File: config.mk
export PLATFORM = sky130hd
export DESIGN_NAME = cae_core
export DESIGN_NICKNAME = d
export VERILOG_FILES = /design/src/cae_pkg.sv /design/src/cae_alu.sv /design/src/cae_core.sv
export SDC_FILE = /design/constraint.sdc
export NUM_CORES = 1
export LEC_CHECK = 0
export BUFFER_PORTS_ARGS = -buffer_cell sky130_fd_sc_hd__buf_4
export CORE_MARGIN = 2
export CORE_UTILIZATION = 63
export DETAILED_ROUTE_END_ITERATION = 16
export PLACE_DENSITY_LB_ADDON = 0.25
export SKIP_LAST_GASP = 1
export SLEW_MARGIN = 20
export SYNTH_ARGS = -nofsm -noshare
export SYNTH_HDL_FRONTEND = slang
export SYNTH_SLANG_ARGS = --single-unit
File: constraint.sdc
create_clock -name pclk -period 6.38 [get_ports pclk]
set_input_delay 0.319 -clock pclk [delete_from_list [all_inputs] [get_ports pclk]]
set_output_delay 0.319 -clock pclk [all_outputs]
set_load 0.05 [all_outputs]
File: src/cae_pkg.sv
// Package with the register map, field layout and encodings of the execution core.
package cae_pkg;

  localparam int unsigned DATA_W     = 8;
  localparam int unsigned MADDR_W    = 6;
  localparam int unsigned MEM_DEPTH  = 64;
  localparam int unsigned PC_W       = 11;
  localparam int unsigned OP_W       = 4;

  localparam logic [7:0]  REG_INSTR   = 8'h00;
  localparam logic [7:0]  REG_STATUS  = 8'h04;
  localparam logic [7:0]  REG_PC      = 8'h08;
  localparam logic [7:0]  REG_MADDR   = 8'h0C;
  localparam logic [7:0]  REG_MDATA   = 8'h10;
  localparam logic [7:0]  REG_FLAGCLR = 8'h14;

  localparam int unsigned OP_LO      = 0;
  localparam int unsigned OP_HI      = 3;
  localparam int unsigned ADR_LO     = 8;
  localparam int unsigned ADR_HI     = 13;
  localparam int unsigned OPND_LO    = 16;
  localparam int unsigned LIT_HI     = 23;
  localparam int unsigned BR_HI      = 26;

  localparam int unsigned ST_ZF_BIT    = 8;
  localparam int unsigned ST_SLEEP_BIT = 9;
  localparam int unsigned ST_EXPIRE_BIT = 10;
  localparam int unsigned ST_HALT_BIT  = 11;
  localparam int unsigned ST_BUSY_BIT  = 12;

  localparam logic [OP_W-1:0]   OP_DEC_MEM  = 4'h0;
  localparam logic [OP_W-1:0]   OP_DEC_ACC  = 4'h1;
  localparam logic [OP_W-1:0]   OP_INC_MEM  = 4'h2;
  localparam logic [OP_W-1:0]   OP_INC_ACC  = 4'h3;
  localparam logic [OP_W-1:0]   OP_SLEEP    = 4'h4;
  localparam logic [OP_W-1:0]   OP_BRANCH   = 4'h5;
  localparam logic [OP_W-1:0]   OP_LOAD_MEM = 4'h6;
  localparam logic [OP_W-1:0]   OP_LOAD_IMM = 4'h7;
  localparam logic [OP_W-1:0]   OP_STORE    = 4'h8;

  localparam logic [DATA_W-1:0] ACC_RST     = 8'h00;
  localparam logic [PC_W-1:0]   PC_RST      = 11'h000;
  localparam logic [PC_W-1:0]   PC_STEP     = 11'h001;
  localparam logic [DATA_W-1:0] ONE_BYTE    = 8'h01;
  localparam logic [31:0]       ZERO_WORD   = 32'h0000_0000;

  typedef enum logic [1:0] {
    ST_IDLE,
    ST_FILL,
    ST_HALT
  } cae_state_e;

endpackage

File: src/cae_alu.sv
// Increment and decrement unit with zero detection.
`timescale 1ns/10ps
module cae_alu
  import cae_pkg::*;
(
  input  wire logic [DATA_W-1:0] operand,
  input  wire logic              down,
  output logic      [DATA_W-1:0] result,
  output logic                   zero
);

  // The sum is taken at eight bits so that it wraps modulo 256.
  assign result = down ? DATA_W'(operand - ONE_BYTE) : DATA_W'(operand + ONE_BYTE); // [RULE14]
  assign zero   = (result == '0);                                                  // [RULE14]

endmodule

File: src/cae_core.sv
// Instruction execution core for step, move, branch and sleep instructions with an APB slave.
`timescale 1ns/10ps
// Functional notes
// RULE1: subtract_one_in_place writes memory byte minus one back and updates the zero flag.
// RULE2: subtract_one_to_working_register puts memory byte minus one in accumulator, updates zero.
// RULE3: add_one_in_place writes memory byte plus one back and updates the zero flag.
// RULE4: add_one_to_working_register puts memory byte plus one in accumulator, updates zero.
// RULE5: Sleep halts execution and stops the system clock until wake-up.
// RULE6: Memory and register contents are kept unchanged through sleep.
// RULE7: Sleep clears the watchdog counter and its prescaler.
// RULE8: Sleep sets the sleep-entered flag, clears the expiry flag, touches no other flag; a watchdog expiry in the same cycle sets it instead.
// RULE9: unconditional_branch loads the program counter with its address; flags unchanged.
// RULE10: unconditional_branch takes two cycles, the second being a dummy fill cycle.
// RULE11: Copy from memory loads the accumulator from the byte, flags unchanged.
// RULE12: Copy of an immediate loads the literal into the accumulator, flags unchanged.
// RULE13: Copy to memory stores the accumulator into the byte, flags unchanged.
// RULE14: Zero flag set when the wrapped 8-bit step result is zero, else cleared.
module cae_core
  import cae_pkg::*;
(
  input  wire logic              pclk,
  input  wire logic              presetn,
  input  wire logic              ce,
  input  wire logic              psel,
  input  wire logic              penable,
  input  wire logic              pwrite,
  input  wire logic [7:0]        paddr,
  input  wire logic [31:0]       pwdata,
  output logic      [31:0]       prdata,
  output logic                   pready,
  output logic                   pslverr,
  input  wire logic              wake,
  input  wire logic              wdt_expire,
  output logic                   sys_clk_en,
  output logic                   wdt_clear
);

  logic [DATA_W-1:0] mem_ff [MEM_DEPTH];
  logic [DATA_W-1:0] acc_ff;
  logic [PC_W-1:0]   pc_ff;
  logic              zf_ff;
  logic              sleep_flag_ff;
  logic              expire_flag_ff;
  logic              wdt_clear_ff;
  logic [MADDR_W-1:0] maddr_ff;
  logic              rvalid_ff;
  logic [31:0]       prdata_ff;
  cae_state_e        state_ff;

  logic [DATA_W-1:0] nxt_acc;
  logic [PC_W-1:0]   nxt_pc;
  logic              nxt_zf;
  cae_state_e        nxt_state;

  // Bus decode.
  wire               xfer       = psel & penable & pready;
  wire               wr_xfer    = xfer & pwrite;
  wire               hit_instr  = (paddr == REG_INSTR);
  wire               hit_status = (paddr == REG_STATUS);
  wire               hit_pc     = (paddr == REG_PC);
  wire               hit_maddr  = (paddr == REG_MADDR);
  wire               hit_mdata  = (paddr == REG_MDATA);
  wire               hit_fclr   = (paddr == REG_FLAGCLR);
  wire               mapped     = hit_instr | hit_status | hit_pc | hit_maddr | hit_mdata
                                  | hit_fclr;
  wire               idle       = (state_ff == ST_IDLE);
  wire               halted     = (state_ff == ST_HALT);
  // An instruction is refused while the core is busy or asleep, a memory write only while asleep.
  wire               instr_bad  = pwrite & hit_instr & ~idle;
  wire               mdata_bad  = pwrite & hit_mdata & halted;
  wire               ro_bad     = pwrite & (hit_status | hit_pc);
  wire               exec_go    = wr_xfer & hit_instr & idle;
  wire               mem_sw_wr  = wr_xfer & hit_mdata & ~halted;

  // Instruction fields.
  wire [OP_W-1:0]    op_w       = pwdata[OP_HI:OP_LO];
  wire [MADDR_W-1:0] ia_w       = pwdata[ADR_HI:ADR_LO];
  wire [DATA_W-1:0]  lit_w      = pwdata[LIT_HI:OPND_LO];
  wire [PC_W-1:0]    br_w       = pwdata[BR_HI:OPND_LO];
  wire [DATA_W-1:0]  mem_rd     = mem_ff[ia_w];
  wire               is_down    = (op_w == OP_DEC_MEM) | (op_w == OP_DEC_ACC);
  wire               is_step    = is_down | (op_w == OP_INC_MEM) | (op_w == OP_INC_ACC);
  wire               to_mem     = (op_w == OP_DEC_MEM) | (op_w == OP_INC_MEM);
  wire               go_step    = exec_go & is_step;
  wire               go_sleep   = exec_go & (op_w == OP_SLEEP);
  wire               go_branch  = exec_go & (op_w == OP_BRANCH);
  wire               go_store   = exec_go & (op_w == OP_STORE);

  wire [DATA_W-1:0]  alu_res;
  wire               alu_zero;

  cae_alu u_alu (
    .operand (mem_rd),
    .down    (is_down),
    .result  (alu_res),
    .zero    (alu_zero)
  );

  wire [31:0] status_w = {19'h0_0000, ~idle & ~halted, halted, expire_flag_ff, sleep_flag_ff,
                          zf_ff, acc_ff};
  wire [31:0] rd_mux   = hit_status ? status_w :
                         hit_pc     ? {21'h00_0000, pc_ff} :
                         hit_maddr  ? {26'h000_0000, maddr_ff} :
                         hit_mdata  ? {24'h00_0000, mem_ff[maddr_ff]} : ZERO_WORD;

  assign pready     = ce & rvalid_ff;
  assign pslverr    = xfer & (~mapped | instr_bad | mdata_bad | ro_bad);
  assign prdata     = prdata_ff;
  assign sys_clk_en = ~halted;                                                      // [RULE5]
  assign wdt_clear  = wdt_clear_ff;

  // Next-state and datapath selection.
  always_comb begin
    nxt_acc   = acc_ff;
    nxt_pc    = pc_ff;
    nxt_zf    = zf_ff;
    nxt_state = state_ff;
    case (state_ff)
      ST_IDLE: begin
        if (exec_go) begin
          nxt_pc = PC_W'(pc_ff + PC_STEP);
          case (op_w)
            OP_DEC_MEM, OP_INC_MEM: begin
              nxt_zf = alu_zero;                                                    // [RULE1] [RULE3]
            end
            OP_DEC_ACC, OP_INC_ACC: begin
              nxt_acc = alu_res;                                                    // [RULE2] [RULE4]
              nxt_zf  = alu_zero;
            end
            OP_SLEEP: begin
              nxt_state = ST_HALT;                                                  // [RULE5]
            end
            OP_BRANCH: begin
              nxt_pc    = br_w;                                                     // [RULE9]
              nxt_state = ST_FILL;                                                  // [RULE10]
            end
            OP_LOAD_MEM: begin
              nxt_acc = mem_rd;                                                     // [RULE11]
            end
            OP_LOAD_IMM: begin
              nxt_acc = lit_w;                                                      // [RULE12]
            end
            default: begin
              nxt_acc = acc_ff;
            end
          endcase
        end
      end
      ST_FILL: begin
        nxt_state = ST_IDLE;                                                        // [RULE10]
      end
      ST_HALT: begin
        if (wake) begin
          nxt_state = ST_IDLE;                                                      // [RULE5]
        end
      end
      default: begin
        nxt_state = ST_IDLE;
      end
    endcase
  end

  // Core state; all registers are held while asleep except by wake.
  always_ff @(posedge pclk or negedge presetn) begin
    if (!presetn) begin
      acc_ff   <= ACC_RST;
      pc_ff    <= PC_RST;
      zf_ff    <= 1'b0;
      state_ff <= ST_IDLE;
    end else if (ce) begin
      acc_ff   <= nxt_acc;                                                          // [RULE6]
      pc_ff    <= nxt_pc;
      zf_ff    <= nxt_zf;
      state_ff <= nxt_state;
    end
  end

  // Power-down and expiry flags; a watchdog expiry in the sleep cycle wins over the clear.
  always_ff @(posedge pclk or negedge presetn) begin
    if (!presetn) begin
      sleep_flag_ff  <= 1'b0;
      expire_flag_ff <= 1'b0;
      wdt_clear_ff   <= 1'b0;
    end else if (ce) begin
      wdt_clear_ff <= go_sleep;                                                     // [RULE7]
      if (go_sleep) begin
        sleep_flag_ff <= 1'b1;                                                      // [RULE8]
      end else if (wr_xfer & hit_fclr & pwdata[ST_SLEEP_BIT]) begin
        sleep_flag_ff <= 1'b0;
      end
      if (wdt_expire) begin
        expire_flag_ff <= 1'b1;
      end else if (go_sleep | (wr_xfer & hit_fclr & pwdata[ST_EXPIRE_BIT])) begin
        expire_flag_ff <= 1'b0;                                                     // [RULE8]
      end
    end
  end

  // Data memory: written by step-in-place, store, or software when not asleep.
  always_ff @(posedge pclk) begin
    if (ce) begin
      if (go_step & to_mem) begin
        mem_ff[ia_w] <= alu_res;                                                    // [RULE1] [RULE3]
      end else if (go_store) begin
        mem_ff[ia_w] <= acc_ff;                                                     // [RULE13]
      end else if (mem_sw_wr) begin
        mem_ff[maddr_ff] <= pwdata[DATA_W-1:0];                                     // [RULE6]
      end
    end
  end

  // Bus side registers; read data is captured before the access completes.
  always_ff @(posedge pclk or negedge presetn) begin
    if (!presetn) begin
      maddr_ff  <= '0;
      rvalid_ff <= 1'b0;
      prdata_ff <= ZERO_WORD;
    end else if (ce) begin
      rvalid_ff <= psel & ~xfer;
      if (psel & ~rvalid_ff) begin
        prdata_ff <= rd_mux;
      end
      if (wr_xfer & hit_maddr) begin
        maddr_ff <= pwdata[MADDR_W-1:0];
      end
    end
  end
endmodule

== After elaboration in Yosys (flattened, before gate mapping) ==
Memory sizes are Yosys's and may differ from the RTL's.
Cells that the tools add are included.

* Flip-flop bits (word level): 64
* RAM bits: 512
* Bits of input ports: 48
* Output and inout bits: 36
* Word-level logic and storage cells: 125
* Memories kept: 1

{| class="wikitable"
|+ Memories
! name !! depth !! width !! rd ports !! clocked after memory_dff !! wr ports !! RTL line !! source
|-
| mem_ff || 64 || 8 || 2 || 0 || 1 || cae_core.sv:38 || <nowiki>logic [DATA_W-1:0] mem_ff [MEM_DEPTH];</nowiki>
|}

* Add/sub/neg operators: 3
* Equal/unequal tests: 17
* Muxes and demuxes: 31
* Bitwise gates (word level): 45
* Reductions and logical operators: 18

{| class="wikitable"
|+ Operator list
! cell !! number
|-
| $mux W8 || 5
|-
| $and A1 B1 Y1 || 25
|-
| $pmux W8 S3 || 1
|-
| $mux W11 || 2
|-
| $mux W1 || 17
|-
| $eq A4 B3 Y1 const B || 4
|-
| $eq A8 B4 Y1 const B || 2
|-
| $eq A8 B5 Y1 const B || 2
|-
| $logic_not A8 Y1 || 2
|-
| $or A1 B1 Y1 || 15
|-
| $mux W13 || 1
|-
| $reduce_and A4 Y1 || 3
|-
| $add A11 B1 Y11 const B || 1
|-
| $add A8 B1 Y8 const B || 1
|-
| $eq A4 B2 Y1 const B || 2
|-
| $eq A8 B3 Y1 const B || 1
|-
| $pmux W2 S2 || 2
|-
| $reduce_and A2 Y1 || 4
|-
| $reduce_or A8 Y1 || 1
|-
| $sub A8 B1 Y8 const B || 1
|-
| $mux W6 || 1
|-
| $not A1 Y1 || 5
|-
| $eq A4 B1 Y1 const B || 1
|-
| $eq A4 B4 Y1 const B || 1
|-
| other kinds (12) || 14
|}

== Depth between registers and ports, before layout ==
* Word-level depth: 12
* Gate-level depth with buffers: 18
* Depth with buffers taken out: 15

== By module ==
A second synthesis with hierarchy kept.

* Cells, all modules: 1708
* Area total of the unflattened synthesis: 27909.3 µm²

{| class="wikitable"
|+ Modules (own cells, without submodules)
! module !! times used !! cells an instance !! area an instance (µm²)
|-
| cae_core || 1 || 1666 || 27566.4
|-
| cae_alu || 1 || 42 || 342.8
|}

== Worst setup path before layout ==
No wires, ideal clock.

* Path kind: input to register
* Start point: input pwdata[9]
* End point: memory mem_ff[0][2], data pin
* Data arrival time: 6.183 ns
* Data required time: 5.678 ns
* Setup slack: -0.504 ns
* Stages: 12
* Buffers on the path: 4
* Path through: clkbuf_1 -> clkbuf_1 -> buf_1 -> buf_1 -> mux4_2 -> mux4_2 -> mux4_2 -> fa_1 -> xnor2_1 -> nand2_1 -> o21ai_0 -> o21ai_0

* Longest elaborated chain between the ends: 5
* Elaborated cells between the ends (all ways): 6
* Those cells by class: add/sub (2); mux (3); memory (1)

{| class="wikitable"
|+ RTL lines
! item !! RTL line !! source
|-
| from (decl) || cae_core.sv:28 || <nowiki>input wire logic [31:0] pwdata,</nowiki>
|-
| $mem_v2 Z64 W8 * || n/a ||
|-
| $add A8 B1 Y8 / $sub A8 B1 Y8 (equally long branches) || cae_alu.sv:13 || <nowiki>assign result = down ? DATA_W'(operand - ONE_BYTE) : DATA_W'(operand + ONE_BYTE);</nowiki>
|-
| $mux W8 * || cae_alu.sv:13 ||
|-
| $mux W8 (no source line) * (2 in a row) || n/a ||
|-
| to (decl) || cae_core.sv:38 ||
|}

Every way passes the cells marked *; elsewhere a longest branch is shown, timed or not.

== Final worst setup path ==
* Start point: input pwdata[8]
* End point: memory mem_ff[52][7], data pin

Same word-level chain as after synthesis.

==> qor.txt <==
Die Ht - 212 um
Fill cells - 2590
Top cell type's share of synthesized area - 56.6%
First-pass DRT Iterations - 6
CTS tree - built
Post-synthesis register bit count - 557
Number of global-route vias before repair - 15800
Crit Path Class - input pin to register
Leakage power - 9.44 nW
Worst slew pin tran - 1.22 ns
Initial Util - 63.5%
Finished Cell Area - 30000 um2
Full die area - 44800 um2
Final Cycle Share - 77.6%
Antenna violations before repair - 4
Most frequent cell after synthesis - edfxtp_1
Post-synth EDFFs - 512
First-pass GRT wire length - 104000 um
Total Power - 8.25 mW
Crit-path leading delay family - multiplexers
Post-synth top cells - 512 x edfxtp_1, 328 x mux4_2, 91 x nor2_1
Final wirelength - 71600 um
Final setup vio count - 0
Final hold vios - 0
RSZ-0062 raised after global routing - no
Antenna Cells - 0
Wire per inst - 33.8 um
Most used DFF post-synth - edfxtp_1
Final Net Count - 1580
Status - finished clean
Gr usage total - 33.0%
Clock Latency Late Sink - 0.63 ns
Worst path bufs/invs - 3
Final slew viol count - 0
Crit. End Element - register
P per Cell Area - 275 nW/um2
Largest area contributor in the netlist - edfxtp_1
Core Region - 42800 um2
Via-per-instance ratio - 7.45
Hold_sp - psel
Num CTS Buffers - 57
Top post-synthesis cells by area - edfxtp_1 57%, mux4_2 27%, dfrtp_1 4.1%, nor2_1 1.3%, nand2_1 1.1%
Max clock buf depth - 3
WHS - 0.0271 ns
Setup_tns - 0 ns
Syn_area_per_cell - 18.4 um2
Max frequency - 0.202 GHz
Netlist cell types - 58
Largest net degree at the start of global routing - 86
Initial drt markers - 2328
Crit path from - pwdata[8]
Register area share after synthesis - 60.7%
Synth Cell Area - 27200 um2
Slew HR - 18.4%
Worst Path Required - 6.70 ns
VDD IR-drop max - 249 uV
YS warnings - 0
Row cnt - 76
IO Pins - 84
Root Buffer - clkbuf_16
Slowest-stage cell, CP - clkbuf_8
Worst hold path class - input pin to register
Area Overhead vs Synth - 10.4%
PostCTS Resize Cnt - 0
Detailed-route DRC error count - 0
Placer Congestion - 0.887
Startpoint types - input pin
Cells after Synth - 1480
Final HPWL from detailed placement - 44400 um
Min Tclk post-route - 4.95 ns
Sink Count - 557
Overflow after GRT - 0
Reg-to-reg critical path startpoint - mem_ff[55][3]
Placed cell areas - 28100 um2
Crit-path cells - clkbuf_8 -> buf_12 -> mux4_2 -> mux4_2 -> mux4_2 -> ha_1 -> a21oi_1 -> o21bai_1 -> a21o_1 -> a21oi_1 -> o21ai_0 -> a21oi_1 -> xnor2_1 -> nor2_1 -> o21ai_4 -> buf_4
Worst-path clk slew - 0.06 ns
H-Tree Depth - 2
Setup Skew - 0.0266 ns
Final antenna-violating net count - 0
Share of cells above drive strength 1 - 35.2%
PortBufs - 57
DR vias - 15800
Max-cap viol count - 0
Worst-path fanout max - 64
Data arrival, critical path - 5.27 ns
Post-synth ARST share - 8.08%
Chip Width - 212 um
Max incr delay on CP - 0.62 ns
logic make-up (layout without fill, tap and decap cells):
kind of cell	Yosys count	count (layout)	share of synthesized area, %
simple gates	262	262	4.49
compound gates	144	144	3.18
other cells	1	19	0.0138
xor+xnor	7	7	0.226
mux	359	359	28.4
flops	557	557	60.7
buf+inv	142	213	2.60
fa+ha+maj	8	8	0.396
registers in the layout (all words and copies together), names as in the netlist:
signal and flops:
wdt_clear 1, state_ff 2, rvalid_ff 1, sleep_flag_ff 1
prdata 13, maddr_ff 6, acc_ff 8, expire_flag_ff 1
mem_ff 512, pc_ff 11, zf_ff 1
metrics by stage:
stage,worst slack (ns),utilization [%],instances
2_1_floorplan,0.0880,-,1498
3_3_place_gp,0.865,65.7,2006
3_5_place_dp,0.821,65.8,2006
4_1_cts,1.43,70.0,2115
5_1_grt,1.14,70.1,2115
6_report,1.43,70.1,2115
worst paths after layout:
kind / to / slack, ns / depth (start not counted)
max reg2reg: mem_ff[52][7] / 1.72 / 14
max in group asynchronous: maddr_ff[1] / 5.68 / 2
min: rvalid_ff / 0.03 / 3
min reg2reg: prdata[8] / 0.48 / 2
min in group asynchronous: acc_ff[6] / 0.25 / 2
max: mem_ff[52][7] / 1.43 / 16
timing repair:
item	4_1_cts	5_1_grt
endpoints found under the hold margin	50	0
buffers inserted	0	0
hold buffers	5	0
tightest hold or removal path, delay by kind of cell:
kind / cells / cell delay, ns
compound gates: 1 / 0.07
simple gates: 1 / 0.08
buf+inv: 1 / 0.12
layer usage:
layer	share of wire [%]	GRT usage, %	vias up	wire length [um]
met5	0.054	0	-	39
met4	5.0	15.3	6	3580
met1	36	45.6	8147	25500
met3	12	8.16	210	8250
li1	-	-	6286	-
met2	48	50.7	1106	34200
where the power goes:
| group | switching, mW | internal (mW) | leakage (nW) |
|---|---|---|---|
| combinational | 0.553 | 0.231 | 3.35 |
| sequential | 0.00233 | 4.26 | 5.21 |
| clock | 1.38 | 1.82 | 0.871 |
final cells by class:
class	instances	area, um2	area share, %
sequential	557	16500	55.0
inverter	8	30.0	0.100
tap	546	683	2.28
clock buffer	74	1550	5.15
clock inverter	30	233	0.776
timing repair buffer	101	831	2.77
multi-input combinational	799	10200	33.9
layout by cell type, fill, tap and decap left out, types with 5 or more instances in the layout:
master	count
a21oi_1	40
a22o_1	7
a22oi_1	8
and3_1	6
buf_4	90
clkbuf_1	13
clkbuf_16	59
clkinv_1	10
clkinv_2	12
conb_1	19
dfrtp_1	41
dlygate4sd3_1	5
edfxtp_1	512
ha_1	7
inv_1	8
mux2_2	14
mux2i_1	17
mux4_2	328
nand2_1	81
nand2b_1	6
nand3_1	15
nand4_1	9
nor2_1	74
nor2_2	17
nor2b_1	8
nor3_1	11
nor4b_1	7
o21ai_0	21
o21ai_1	26
o22ai_1	8
Note: power is estimated with default switching activity, not from simulation.
